## config.mk

```make
export PLATFORM = sky130hd
export DESIGN_NAME = uie_channel
export DESIGN_NICKNAME = d
export VERILOG_FILES = /design/src/rtl/uie_pkg.sv /design/src/rtl/uie_channel.sv
export SDC_FILE = /design/constraint.sdc
export NUM_CORES = 1
export LEC_CHECK = 0
export ABC_AREA = 1
export BUFFER_PORTS_ARGS = -buffer_cell sky130_fd_sc_hd__buf_4
export CELL_PAD_IN_SITES_DETAIL_PLACEMENT = 0
export CELL_PAD_IN_SITES_GLOBAL_PLACEMENT = 2
export CORE_ASPECT_RATIO = 0.7
export CORE_MARGIN = 4
export CORE_UTILIZATION = 32
export CTS_BUF_LIST = sky130_fd_sc_hd__clkbuf_2
export CTS_CLUSTER_SIZE = 24
export DETAILED_ROUTE_END_ITERATION = 8
export PLACE_DENSITY = 0.86
export SLEW_MARGIN = 20
export SYNTH_ARGS = -nofsm -noshare
export SYNTH_HDL_FRONTEND = slang
export SYNTH_SLANG_ARGS = --single-unit
```

## constraint.sdc

```tcl
create_clock -name aclk -period 4 [get_ports aclk]
set_clock_uncertainty 0.2 [all_clocks]
set_input_delay 0.2 -clock aclk [delete_from_list [all_inputs] [get_ports aclk]]
set_output_delay 0.2 -clock aclk [all_outputs]
set_load 0.01 [all_outputs]
```

## src/rtl/uie_pkg.sv

```systemverilog
// package: register map, field positions, reset values and carriers for the interrupt enable block
package uie_pkg;

   // printed register indices; byte address is four times the index
   localparam logic [3:0] IDX_TRIGGER_LEVEL_SET = 4'h0, IDX_FIFO_COUNT_READ = 4'h0;
   localparam logic [3:0] IDX_FEATURE_CONTROL = 4'h1, IDX_ENHANCED_FUNCTION = 4'h2;
   localparam logic [3:0] IDX_RESUME_CHAR_1 = 4'h4, IDX_RESUME_CHAR_2 = 4'h5;
   localparam logic [3:0] IDX_PAUSE_CHAR_1 = 4'h6, IDX_PAUSE_CHAR_2 = 4'h7;
   localparam logic [3:0] IDX_INTERRUPT_ENABLE = 4'h8, IDX_FIFO_READY_SUMMARY = 4'h9;
   localparam logic [3:0] IDX_LINE_STATUS = 4'hA, IDX_INTERRUPT_STATUS = 4'hB;
   localparam logic [3:0] IDX_FIFO_CONTROL = 4'hC;

   localparam int ADDR_W = 6;

   // interrupt enable fields
   localparam int IE_RX_DATA = 0, IE_TX_READY = 1, IE_LINE = 2, IE_MODEM = 3;
   localparam int IE_SLEEP = 4, IE_PAUSE = 5, IE_RTS = 6, IE_CTS = 7;

   // enhanced function bit that unlocks the upper enable and tx trigger fields
   localparam int EF_UNLOCK = 4;
   // feature control fields
   localparam int FC_COUNT_RX = 7;
   localparam int FC_TABLE_LO = 4;
   // fifo control fields
   localparam int FCTL_ENABLE = 0;
   localparam int FCTL_TX_TRIG_LO = 4;
   localparam int FCTL_RX_TRIG_LO = 6;

   localparam logic [7:0] RESET_BYTE = 8'h00;

   // trigger tables A and B
   localparam logic [7:0] RX_TRIG_A0 = 8'h01;
   localparam logic [7:0] RX_TRIG_A1 = 8'h04;
   localparam logic [7:0] RX_TRIG_A2 = 8'h08;
   localparam logic [7:0] RX_TRIG_A3 = 8'h0E;
   localparam logic [7:0] RX_TRIG_B0 = 8'h08;
   localparam logic [7:0] RX_TRIG_B1 = 8'h10;
   localparam logic [7:0] RX_TRIG_B2 = 8'h18;
   localparam logic [7:0] RX_TRIG_B3 = 8'h1C;
   localparam logic [7:0] TX_TRIG_A = 8'h01;
   localparam logic [7:0] TX_TRIG_B0 = 8'h10;
   localparam logic [7:0] TX_TRIG_B1 = 8'h08;
   localparam logic [7:0] TX_TRIG_B2 = 8'h18;
   localparam logic [7:0] TX_TRIG_B3 = 8'h1E;

   // interrupt status source codes, bits 5:0
   localparam logic [5:0] ISR_LINE = 6'h06;
   localparam logic [5:0] ISR_RX_DATA = 6'h04;
   localparam logic [5:0] ISR_TX_READY = 6'h02;
   localparam logic [5:0] ISR_MODEM = 6'h00;
   localparam logic [5:0] ISR_PAUSE = 6'h10;
   localparam logic [5:0] ISR_FLOW_PIN = 6'h20;
   localparam logic [5:0] ISR_NONE = 6'h01;

   localparam logic [1:0] RESP_OKAY = 2'h0;
   localparam logic [1:0] RESP_SLVERR = 2'h2;

   typedef struct packed {
      logic [7:0] level;       // characters in the receive fifo or holding register
      logic char_loaded;       // pulse: character moved from shifter into fifo
      logic overrun;           // pulse: receive overrun
      logic [2:0] head_err;    // break, framing, parity of the head character
      logic fifo_err_any;      // some stored character carries an error
   } uie_rx_status_t;

   typedef struct packed {
      logic [7:0] level;       // characters in the transmit fifo
      logic holding_empty;     // transmit holding register empty
      logic all_empty;         // fifo and shift register both empty
      logic holding_write;     // pulse: host wrote the transmit holding register
   } uie_tx_status_t;

   typedef struct packed {
      logic modem_change;      // modem status delta bits pending
      logic modem_read;        // pulse: host read the modem status register
      logic pause_seen;        // pulse: pause character received
      logic resume_seen;       // pulse: resume character received
      logic rts_n;             // rts output pin level
      logic cts_n;             // cts input pin level
   } uie_flow_status_t;

endpackage

```

## src/rtl/uie_channel.sv

```systemverilog
// one channel of interrupt enable, line status and enhanced registers behind an axi4-lite slave
//
// Design decision made here: the AXI4-Lite interface to the registers.
`timescale 1ns/1ps

// Contract
// - interrupt enable gates rx data, tx empty, line and modem sources into status.
// - fifo mode rx interrupt and status follow level at or above trigger.
// - data ready sets when a character enters the fifo, clears when empty.
// - clearing enables 0-3 with fifo on gives polled mode via line status.
// - line status bit 1 reports receive overrun.
// - line status bits 2-4 report errors of the head character.
// - bit 5 holding empty; bit 6 fifo and shifter both empty.
// - bit 7 set in fifo mode while any stored receive character has an error.
// - enable bit 0 rx interrupt: holding full, or fifo at trigger.
// - enable bit 1 tx interrupt: holding empties, or fifo below trigger.
// - enabling tx ready while already empty raises the interrupt at once.
// - enable bit 2 raises line interrupt when bits 1-4 set on reception.
// - enable bit 3 gates the modem status interrupt.
// - enable bit 4 is sleep enable, writable only with enhanced bit 4.
// - enable bit 5 gates pause character interrupt, writable only when unlocked.
// - enable bit 6 gates rts rising-edge interrupt, writable only when unlocked.
// - after reset all enables and sleep read zero.
// - enable bit 7 gates cts rising-edge interrupt, writable only when unlocked.
// - reading line status clears a pending line status interrupt.
module uie_channel (
   input wire logic aclk,
   input wire logic aresetn,
   input wire logic awvalid,
   output logic awready,
   input wire logic [uie_pkg::ADDR_W-1:0] awaddr,
   input wire logic [2:0] awprot,
   input wire logic wvalid,
   output logic wready,
   input wire logic [31:0] wdata,
   input wire logic [3:0] wstrb,
   output logic bvalid,
   input wire logic bready,
   output logic [1:0] bresp,
   input wire logic arvalid,
   output logic arready,
   input wire logic [uie_pkg::ADDR_W-1:0] araddr,
   input wire logic [2:0] arprot,
   output logic rvalid,
   input wire logic rready,
   output logic [31:0] rdata,
   output logic [1:0] rresp,
   input wire uie_pkg::uie_rx_status_t rx_status,
   input wire uie_pkg::uie_tx_status_t tx_status,
   input wire uie_pkg::uie_flow_status_t flow_status,
   input wire logic [2:0] peer_rx_ready_n,
   input wire logic [2:0] peer_tx_ready_n,
   output logic interrupt_request,
   output logic sleep_enable,
   output logic fifo_enable,
   output logic rx_ready_n,
   output logic tx_ready_n
);

   // registers; each instance owns its copy
   logic [7:0] interrupt_enable_reg, enhanced_function_reg, feature_control_reg;
   logic [7:0] trigger_level_set_reg, fifo_control_reg, resume_char_1_reg, resume_char_2_reg;
   logic [7:0] pause_char_1_reg, pause_char_2_reg;

   // pending event flags
   logic overrun_reg, line_pend_reg, tx_pend_reg, tx_cond_prev_reg, tx_en_prev_reg;
   logic pause_pend_reg, rts_pend_reg, cts_pend_reg, rts_prev_reg, cts_prev_reg;

   // axi state
   logic aw_held_reg, w_held_reg, w_lane0_reg, bvalid_reg, rvalid_reg;
   logic [3:0] aw_idx_reg;
   logic [7:0] w_byte_reg;
   logic [1:0] bresp_reg, rresp_reg;
   logic [31:0] rdata_reg;

   logic unlocked, do_write, wr_ok, rd_take, rd_line, rd_isr, rd_mapped, line_err_event;
   logic rx_data_ready, rx_cond, tx_cond;
   logic [3:0] rd_idx;
   logic [5:0] isr_code;
   logic [7:0] rx_trig, tx_trig, line_status, interrupt_status, rd_byte;
   logic [7:0] fifo_ready_summary, fifo_count_read;

   assign unlocked = enhanced_function_reg[uie_pkg::EF_UNLOCK];
   assign fifo_enable = fifo_control_reg[uie_pkg::FCTL_ENABLE];
   assign sleep_enable = interrupt_enable_reg[uie_pkg::IE_SLEEP];

   // ---------------- write channel: address and data taken in either order
   assign awready = !aw_held_reg && !bvalid_reg;
   assign wready = !w_held_reg && !bvalid_reg;
   assign do_write = aw_held_reg && w_held_reg && !bvalid_reg;
   assign wr_ok = do_write && w_lane0_reg;

   always_ff @(posedge aclk) begin
      if (!aresetn) begin
         aw_held_reg <= 1'b0;
         aw_idx_reg <= 4'h0;
      end else if (awvalid && awready) begin
         aw_held_reg <= 1'b1;
         aw_idx_reg <= awaddr[5:2];
      end else if (do_write) begin
         aw_held_reg <= 1'b0;
      end
   end

   always_ff @(posedge aclk) begin
      if (!aresetn) begin
         w_held_reg <= 1'b0;
         w_byte_reg <= 8'h00;
         w_lane0_reg <= 1'b0;
      end else if (wvalid && wready) begin
         w_held_reg <= 1'b1;
         w_byte_reg <= wdata[7:0];
         w_lane0_reg <= wstrb[0];
      end else if (do_write) begin
         w_held_reg <= 1'b0;
      end
   end

   always_ff @(posedge aclk) begin
      if (!aresetn) begin
         bvalid_reg <= 1'b0;
         bresp_reg <= uie_pkg::RESP_OKAY;
      end else if (do_write) begin
         bvalid_reg <= 1'b1;
         unique case (aw_idx_reg)
            uie_pkg::IDX_TRIGGER_LEVEL_SET, uie_pkg::IDX_FEATURE_CONTROL,
            uie_pkg::IDX_ENHANCED_FUNCTION, uie_pkg::IDX_RESUME_CHAR_1,
            uie_pkg::IDX_RESUME_CHAR_2, uie_pkg::IDX_PAUSE_CHAR_1,
            uie_pkg::IDX_PAUSE_CHAR_2, uie_pkg::IDX_INTERRUPT_ENABLE,
            uie_pkg::IDX_FIFO_CONTROL: bresp_reg <= uie_pkg::RESP_OKAY;
            default: bresp_reg <= uie_pkg::RESP_SLVERR;
         endcase
      end else if (bready) begin
         bvalid_reg <= 1'b0;
      end
   end

   assign bvalid = bvalid_reg;
   assign bresp = bresp_reg;

   // ---------------- register writes; upper enables need the unlock bit
   always_ff @(posedge aclk) begin
      if (!aresetn) begin
         interrupt_enable_reg <= uie_pkg::RESET_BYTE;
      end else if (wr_ok && aw_idx_reg == uie_pkg::IDX_INTERRUPT_ENABLE) begin
         interrupt_enable_reg[3:0] <= w_byte_reg[3:0];
         if (unlocked) begin
            interrupt_enable_reg[7:4] <= w_byte_reg[7:4];
         end
      end
   end

   always_ff @(posedge aclk) begin
      if (!aresetn) begin
         enhanced_function_reg <= uie_pkg::RESET_BYTE;
         feature_control_reg <= uie_pkg::RESET_BYTE;
         trigger_level_set_reg <= uie_pkg::RESET_BYTE;
         resume_char_1_reg <= uie_pkg::RESET_BYTE;
         resume_char_2_reg <= uie_pkg::RESET_BYTE;
         pause_char_1_reg <= uie_pkg::RESET_BYTE;
         pause_char_2_reg <= uie_pkg::RESET_BYTE;
      end else if (wr_ok) begin
         unique case (aw_idx_reg)
            uie_pkg::IDX_ENHANCED_FUNCTION: enhanced_function_reg <= w_byte_reg;
            uie_pkg::IDX_FEATURE_CONTROL: feature_control_reg <= w_byte_reg;
            uie_pkg::IDX_TRIGGER_LEVEL_SET: trigger_level_set_reg <= w_byte_reg;
            uie_pkg::IDX_RESUME_CHAR_1: resume_char_1_reg <= w_byte_reg;
            uie_pkg::IDX_RESUME_CHAR_2: resume_char_2_reg <= w_byte_reg;
            uie_pkg::IDX_PAUSE_CHAR_1: pause_char_1_reg <= w_byte_reg;
            uie_pkg::IDX_PAUSE_CHAR_2: pause_char_2_reg <= w_byte_reg;
            default: ;
         endcase
      end
   end

   // other fifo control fields only take effect when the enable bit is written as one
   always_ff @(posedge aclk) begin
      if (!aresetn) begin
         fifo_control_reg <= uie_pkg::RESET_BYTE;
      end else if (wr_ok && aw_idx_reg == uie_pkg::IDX_FIFO_CONTROL) begin
         fifo_control_reg[uie_pkg::FCTL_ENABLE] <= w_byte_reg[0];
         if (w_byte_reg[0]) begin
            fifo_control_reg[7:6] <= w_byte_reg[7:6];
            if (unlocked) begin
               fifo_control_reg[5:4] <= w_byte_reg[5:4];
            end
         end
      end
   end

   // ---------------- trigger selection
   always_comb begin
      rx_trig = uie_pkg::RX_TRIG_A0;
      tx_trig = uie_pkg::TX_TRIG_A;
      unique case (feature_control_reg[5:4])
         2'h0: begin
            unique case (fifo_control_reg[7:6])
               2'h0: rx_trig = uie_pkg::RX_TRIG_A0;
               2'h1: rx_trig = uie_pkg::RX_TRIG_A1;
               2'h2: rx_trig = uie_pkg::RX_TRIG_A2;
               2'h3: rx_trig = uie_pkg::RX_TRIG_A3;
            endcase
         end
         2'h1: begin
            unique case (fifo_control_reg[7:6])
               2'h0: rx_trig = uie_pkg::RX_TRIG_B0;
               2'h1: rx_trig = uie_pkg::RX_TRIG_B1;
               2'h2: rx_trig = uie_pkg::RX_TRIG_B2;
               2'h3: rx_trig = uie_pkg::RX_TRIG_B3;
            endcase
            unique case (fifo_control_reg[5:4])
               2'h0: tx_trig = uie_pkg::TX_TRIG_B0;
               2'h1: tx_trig = uie_pkg::TX_TRIG_B1;
               2'h2: tx_trig = uie_pkg::TX_TRIG_B2;
               2'h3: tx_trig = uie_pkg::TX_TRIG_B3;
            endcase
         end
         default: begin
            // programmable tables use the written trigger level for both sides
            rx_trig = trigger_level_set_reg;
            tx_trig = trigger_level_set_reg;
         end
      endcase
   end

   // ---------------- receive and transmit conditions
   assign rx_data_ready = rx_status.level != 8'h00;
   // fifo mode compares against trigger, so the flag falls as soon as level drops below trigger
   assign rx_cond = fifo_enable ? (rx_status.level >= rx_trig) : rx_data_ready;
   assign tx_cond = fifo_enable ? (tx_status.level < tx_trig) : tx_status.holding_empty;

   // tx ready: set on the empty edge or on enabling while already empty
   always_ff @(posedge aclk) begin
      if (!aresetn) begin
         tx_pend_reg <= 1'b0;
         tx_cond_prev_reg <= 1'b0;
         tx_en_prev_reg <= 1'b0;
      end else begin
         tx_cond_prev_reg <= tx_cond;
         tx_en_prev_reg <= interrupt_enable_reg[uie_pkg::IE_TX_READY];
         if ((tx_cond && !tx_cond_prev_reg) ||
             (tx_cond && interrupt_enable_reg[uie_pkg::IE_TX_READY] && !tx_en_prev_reg)) begin
            tx_pend_reg <= 1'b1;
         end else if (rd_isr || tx_status.holding_write || !tx_cond) begin
            tx_pend_reg <= 1'b0;
         end
      end
   end

   // ---------------- line status errors; set wins over the clearing read
   assign line_err_event = rx_status.overrun ||
      (rx_status.char_loaded && rx_status.head_err != 3'h0);

   always_ff @(posedge aclk) begin
      if (!aresetn) begin
         overrun_reg <= 1'b0;
      end else if (rx_status.overrun) begin
         overrun_reg <= 1'b1;
      end else if (rd_line) begin
         overrun_reg <= 1'b0;
      end
   end

   always_ff @(posedge aclk) begin
      if (!aresetn) begin
         line_pend_reg <= 1'b0;
      end else if (line_err_event) begin
         line_pend_reg <= 1'b1;
      end else if (rd_line) begin
         line_pend_reg <= 1'b0;
      end
   end

   assign line_status = {rx_status.fifo_err_any & fifo_enable,
                         tx_status.all_empty, tx_status.holding_empty,
                         rx_status.head_err, overrun_reg, rx_data_ready};

   // ---------------- pause character and flow pin edges
   always_ff @(posedge aclk) begin
      if (!aresetn) begin
         pause_pend_reg <= 1'b0;
      end else if (flow_status.pause_seen) begin
         pause_pend_reg <= 1'b1;
      end else if (rd_isr || flow_status.resume_seen) begin
         pause_pend_reg <= 1'b0;
      end
   end

   always_ff @(posedge aclk) begin
      if (!aresetn) begin
         rts_prev_reg <= 1'b1; // pins idle high
         cts_prev_reg <= 1'b1;
         rts_pend_reg <= 1'b0;
         cts_pend_reg <= 1'b0;
      end else begin
         rts_prev_reg <= flow_status.rts_n;
         cts_prev_reg <= flow_status.cts_n;
         if (flow_status.rts_n && !rts_prev_reg) begin
            rts_pend_reg <= 1'b1;
         end else if (flow_status.modem_read) begin
            rts_pend_reg <= 1'b0;
         end
         if (flow_status.cts_n && !cts_prev_reg) begin
            cts_pend_reg <= 1'b1;
         end else if (flow_status.modem_read) begin
            cts_pend_reg <= 1'b0;
         end
      end
   end

   // ---------------- prioritised status code
   always_comb begin
      isr_code = uie_pkg::ISR_NONE;
      if (interrupt_enable_reg[uie_pkg::IE_LINE] && line_pend_reg) begin
         isr_code = uie_pkg::ISR_LINE;
      end else if (interrupt_enable_reg[uie_pkg::IE_RX_DATA] && rx_cond) begin
         isr_code = uie_pkg::ISR_RX_DATA;
      end else if (interrupt_enable_reg[uie_pkg::IE_TX_READY] && tx_pend_reg) begin
         isr_code = uie_pkg::ISR_TX_READY;
      end else if (interrupt_enable_reg[uie_pkg::IE_MODEM] && flow_status.modem_change) begin
         isr_code = uie_pkg::ISR_MODEM;
      end else if (unlocked && interrupt_enable_reg[uie_pkg::IE_PAUSE] && pause_pend_reg) begin
         isr_code = uie_pkg::ISR_PAUSE;
      end else if (unlocked && ((interrupt_enable_reg[uie_pkg::IE_RTS] && rts_pend_reg) ||
                                (interrupt_enable_reg[uie_pkg::IE_CTS] && cts_pend_reg))) begin
         isr_code = uie_pkg::ISR_FLOW_PIN;
      end
   end

   assign interrupt_status = {fifo_enable, fifo_enable, isr_code};
   assign interrupt_request = !isr_code[0];

   // fifo ready pins: rx ready at or above trigger in fifo mode, else when data is there; tx ready below trigger in fifo mode, else when holding empty
   assign rx_ready_n = !rx_cond;
   assign tx_ready_n = !tx_cond;
   assign fifo_ready_summary = {peer_rx_ready_n, rx_ready_n, peer_tx_ready_n, tx_ready_n};
   assign fifo_count_read = feature_control_reg[uie_pkg::FC_COUNT_RX] ?
                            rx_status.level : tx_status.level;

   // ---------------- read channel: one cycle to answer
   assign arready = !rvalid_reg;
   assign rd_take = arvalid && arready;
   assign rd_idx = araddr[5:2];
   assign rd_line = rd_take && rd_idx == uie_pkg::IDX_LINE_STATUS;
   assign rd_isr = rd_take && rd_idx == uie_pkg::IDX_INTERRUPT_STATUS;

   always_comb begin
      rd_mapped = 1'b1;
      rd_byte = 8'h00;
      unique case (rd_idx)
         uie_pkg::IDX_FIFO_COUNT_READ: rd_byte = fifo_count_read;
         uie_pkg::IDX_FEATURE_CONTROL: rd_byte = feature_control_reg;
         uie_pkg::IDX_ENHANCED_FUNCTION: rd_byte = enhanced_function_reg;
         uie_pkg::IDX_RESUME_CHAR_1: rd_byte = resume_char_1_reg;
         uie_pkg::IDX_RESUME_CHAR_2: rd_byte = resume_char_2_reg;
         uie_pkg::IDX_PAUSE_CHAR_1: rd_byte = pause_char_1_reg;
         uie_pkg::IDX_PAUSE_CHAR_2: rd_byte = pause_char_2_reg;
         uie_pkg::IDX_INTERRUPT_ENABLE: rd_byte = interrupt_enable_reg;
         uie_pkg::IDX_FIFO_READY_SUMMARY: rd_byte = fifo_ready_summary;
         uie_pkg::IDX_LINE_STATUS: rd_byte = line_status;
         uie_pkg::IDX_INTERRUPT_STATUS: rd_byte = interrupt_status;
         default: rd_mapped = 1'b0;
      endcase
   end

   always_ff @(posedge aclk) begin
      if (!aresetn) begin
         rvalid_reg <= 1'b0;
         rdata_reg <= 32'h0000_0000;
         rresp_reg <= uie_pkg::RESP_OKAY;
      end else if (rd_take) begin
         rvalid_reg <= 1'b1;
         rdata_reg <= {24'h00_0000, rd_byte};
         rresp_reg <= rd_mapped ? uie_pkg::RESP_OKAY : uie_pkg::RESP_SLVERR;
      end else if (rready) begin
         rvalid_reg <= 1'b0;
      end
   end

   assign rvalid = rvalid_reg;
   assign rdata = rdata_reg;
   assign rresp = rresp_reg;

endmodule

```

==> results.md <==
* Status: finished, final reports clean
* Setup Crit Path Kind: flop to output pin
* Antenna cells at 0
* Die extent in x at ~160 um
* Crit-path slowest cell: dfxtp_1
* Synthesized area at 5310 um2
* CTS Buf Count at 9
* Final setup fails at 0
* Setup repair bufs after CTS at 0
* Hold crit path type: primary input to flop
* GPL Wtd Cong at 0.894
* CP max stage delay at 0.64 ns
* Slew @ Worst Pin at about 0.86 ns
* Largest net degree at the start of global routing at 88
* Area after DPL at 5980 um2
* PD cells at ~280 nW/um2
* Fill cell count at between 1500 and 2000
* Endpoint class of the critical path: output pin
* Most frequent CP cell: nand2_1
* Worst Path Buf+Inv at 3
* Initial antenna violation count at 0
* DP HPWL at about 13 mm
* Global-route wire length before repair at 27.9 mm
* Crit Reg-Reg Startpoint: fifo_control_reg[0]
* Peak supply drop at roughly 150 uV
* Fraction of final layout cells with drive strength greater than 1 at 0.134
* Flops & latches, synth at 106
* Worst-path clk slew at 0.30 ns
* CTS tree: done
* Worst path required time at 3.60 ns
* Max-Cap Viols at 0
* Port bufs at 80
* Hold endpoint: tx_cond_prev_reg
* Max Transition Viols Final at 0
* Top cells by area, synth: dfxtp_1 (40%), nand2_1 (9.3%), a21oi_1 (8.7%), o21ai_0 (8.7%), inv_1 (6.4%)
* Final period util at 0.859
* R2R Setup Slk at 0.63 ns
* Via density at about 4.8
* Root Buffer: clkbuf_2
* Number of global-route vias before repair at approximately 5200
* Nets at 1000
* Drt pass-1 iters at 5
* Gate Count Post-Synth at 753
* Post-synth top area share at 0.399
* Num rows at 39
* Clock sinks at about 110
* Arrival time at the worst endpoint at 3.04 ns
* Reg area at about 2100 um2
* Final WL at 17.6 mm
* Worst Reg2Reg Path Length in Cells at 9
* Grt ovf at 0
* Critical path's top delay family: flip-flops
* Leak at 2.97 nW
* Initial core utilization at 0.326
* Clock Path Buffers at 2
* Register area share after synthesis at 0.399
* Chip height at approximately 120 um
* Mean post-synth cell area at 7.06 um2
* Total track usage at 0.190
* Total core area at between 15000 and 20000 um2
* Multi-input gate area at 2620 um2
* Final TNS setup at 0 ns
* Vias at between 5000 and 6000
* Maximum fanout along the worst path at 13
* Startpoint Class: flop
* YS warnings at 0
* Starting DRT DRC Count at 424
* Worst Hold Depth at 7
* Fmax at just under 0.3 GHz
* Final hold violation count at 0
* Slew HR at 0.430
* # IOs at 144
* Crit Reg-Reg Endpoint: rdata[7]
* Post-synthesis cell type count at 37
* DRC at 0
* Wire length per cell at 15.8 um
* Die area at between 15000 and 20000 um2
* Synth area leader: dfxtp_1
* Crit path time final at 3.44 ns
* Unrepaired setup endpoints after global routing: no
* H-tree levels at 3
* Syn-to-layout area delta at 27.0%
* Final ANT Viol Nets at 0
* Critical-path cell list: inv_1 -> nand2_1 -> a21oi_1 -> a21oi_1 -> ha_1 -> a21oi_1 -> nand2_1 -> nand2_1 -> nand3_1 -> nand2_1 -> inv_1 -> buf_4
* Fin area at 6750 um2
* Clock Latency Late Sink at 0.62 ns
* Critical hold path startpoint: tx_status[10]
## Yosys cell counts
cell       count
a22o_1         1
a21oi_1       92
a221oi_1       7
o21a_1         1
o22ai_1        7
o21ai_1        3
dfxtp_1      106
o211ai_1       1
nand2_1      131
inv_1         90
a22oi_1        3
a211oi_1       1
nor2_1        81
conb_1         1
o21ai_0       92
nand3b_1       1
o2bb2ai_1      1
clkbuf_1      13
nor2_2        10
ha_1          18
a31oi_1        1
nand2_2        2
nand3_1       21
a21o_1         1
nor4_1         1
buf_1          4
buf_4         30
buf_2          4
nor2_4         2
o2111ai_1      5
nor4_2         1
a32oi_1        1
nor4_4         1
nand4_1        7
nor3_1         5
or2_2          2
inv_2          5
## worst max-delay path by stage
| stage | start | to | depth (start not counted) |
|---|---|---|---|
| floorplan | feature_control_reg[5] | rdata[2] | 17 |
| global placement | feature_control_reg[5] | rdata[2] | 15 |
| detailed placement | feature_control_reg[5] | tx_ready_n | 12 |
| CTS | feature_control_reg[5] | tx_ready_n | 12 |
| global route | feature_control_reg[5] | tx_ready_n | 12 |
| finish | feature_control_reg[5] | tx_ready_n | 12 |
## repair_timing
action,CTS,global route
resized for setup,0,0
hold endpoints to repair,104,0
hold buffers,66,0
endpoints found under the setup margin,0,0
## area by class of cell
class,instances,share of cell area
Tap cell,225,0.0417
Clock buffer,10,0.00742
Inverter,95,0.0528
Multi-Input combinational cell,526,0.388
Sequential cell,106,0.314
Timing Repair Buffer,146,0.187
Clock inverter,6,0.00834
## cells in the final DEF, fill, tap and decap left out, types with 2 or more instances in the layout
cell type,count
or2_2,2
nor3_1,5
clkbuf_2,10
inv_1,90
buf_4,80
a221oi_1,7
a22oi_1,3
nand3_1,21
dfxtp_1,106
o2111ai_1,5
ha_1,18
dlygate4sd3_1,66
conb_1,26
o21ai_0,92
nand2_2,2
nor2_4,2
inv_2,5
a21oi_1,92
nand2_1,131
nor2_2,10
nor2_1,81
o21ai_1,3
nand4_1,7
o22ai_1,7
inv_8,2
inv_6,2
## worst min-delay path, stage by stage
cell and delay [ns]:
buf_4 0.09, ha_1 0.13, a211oi_1 0.05, nand3_1 0.16
nand2_1 0.11, inv_1 0.11, nor2_1 0.05
## logic make-up after synthesis
| kind of cell | count (synthesis) | share of synthesized area |
|---|---|---|
| DFF | 106 | 0.399 |
| buffers and inverters | 146 | 0.125 |
| AOI/OAI and AO/OA | 217 | 0.220 |
| adders and majority gates | 18 | 0.0424 |
| other | 1 | 0.000706 |
| and+or+nand+nor | 265 | 0.212 |
## per-stage QoR
stage                     total power, mW   util  cells  hold slack, ns  setup WS (ns)
final                                1.90  0.414   1114          0.0811          0.564
after global routing                 2.00  0.414   1114          0.0574          0.294
after CTS                            1.92  0.414   1114          0.0402          0.526
after detailed placement             1.37  0.367   1032           0.188           1.26
after global placement               1.37  0.367   1032           0.184           1.26
after floorplan                      1.27      -    778          0.0963           1.75
## where the power goes
| part | total [mW] | switching [mW] | internal, mW |
|---|---|---|---|
| combinational | 0.290 | 0.153 | 0.137 |
| clock | 0.487 | 0.386 | 0.100 |
| sequential | 1.12 | 0.0355 | 1.09 |
| total | 1.90 | 0.575 | 1.32 |
## per-layer routing
metal  vias to the layer above  wire [um]  GRT usage
met5                         -          0          0
met4                         0        250     0.0451
met3                        18       1200     0.0373
met2                       158       7300      0.282
met1                      2493       8900      0.284
li1                       2686          -          -
(Power assumes the default switching activity.)
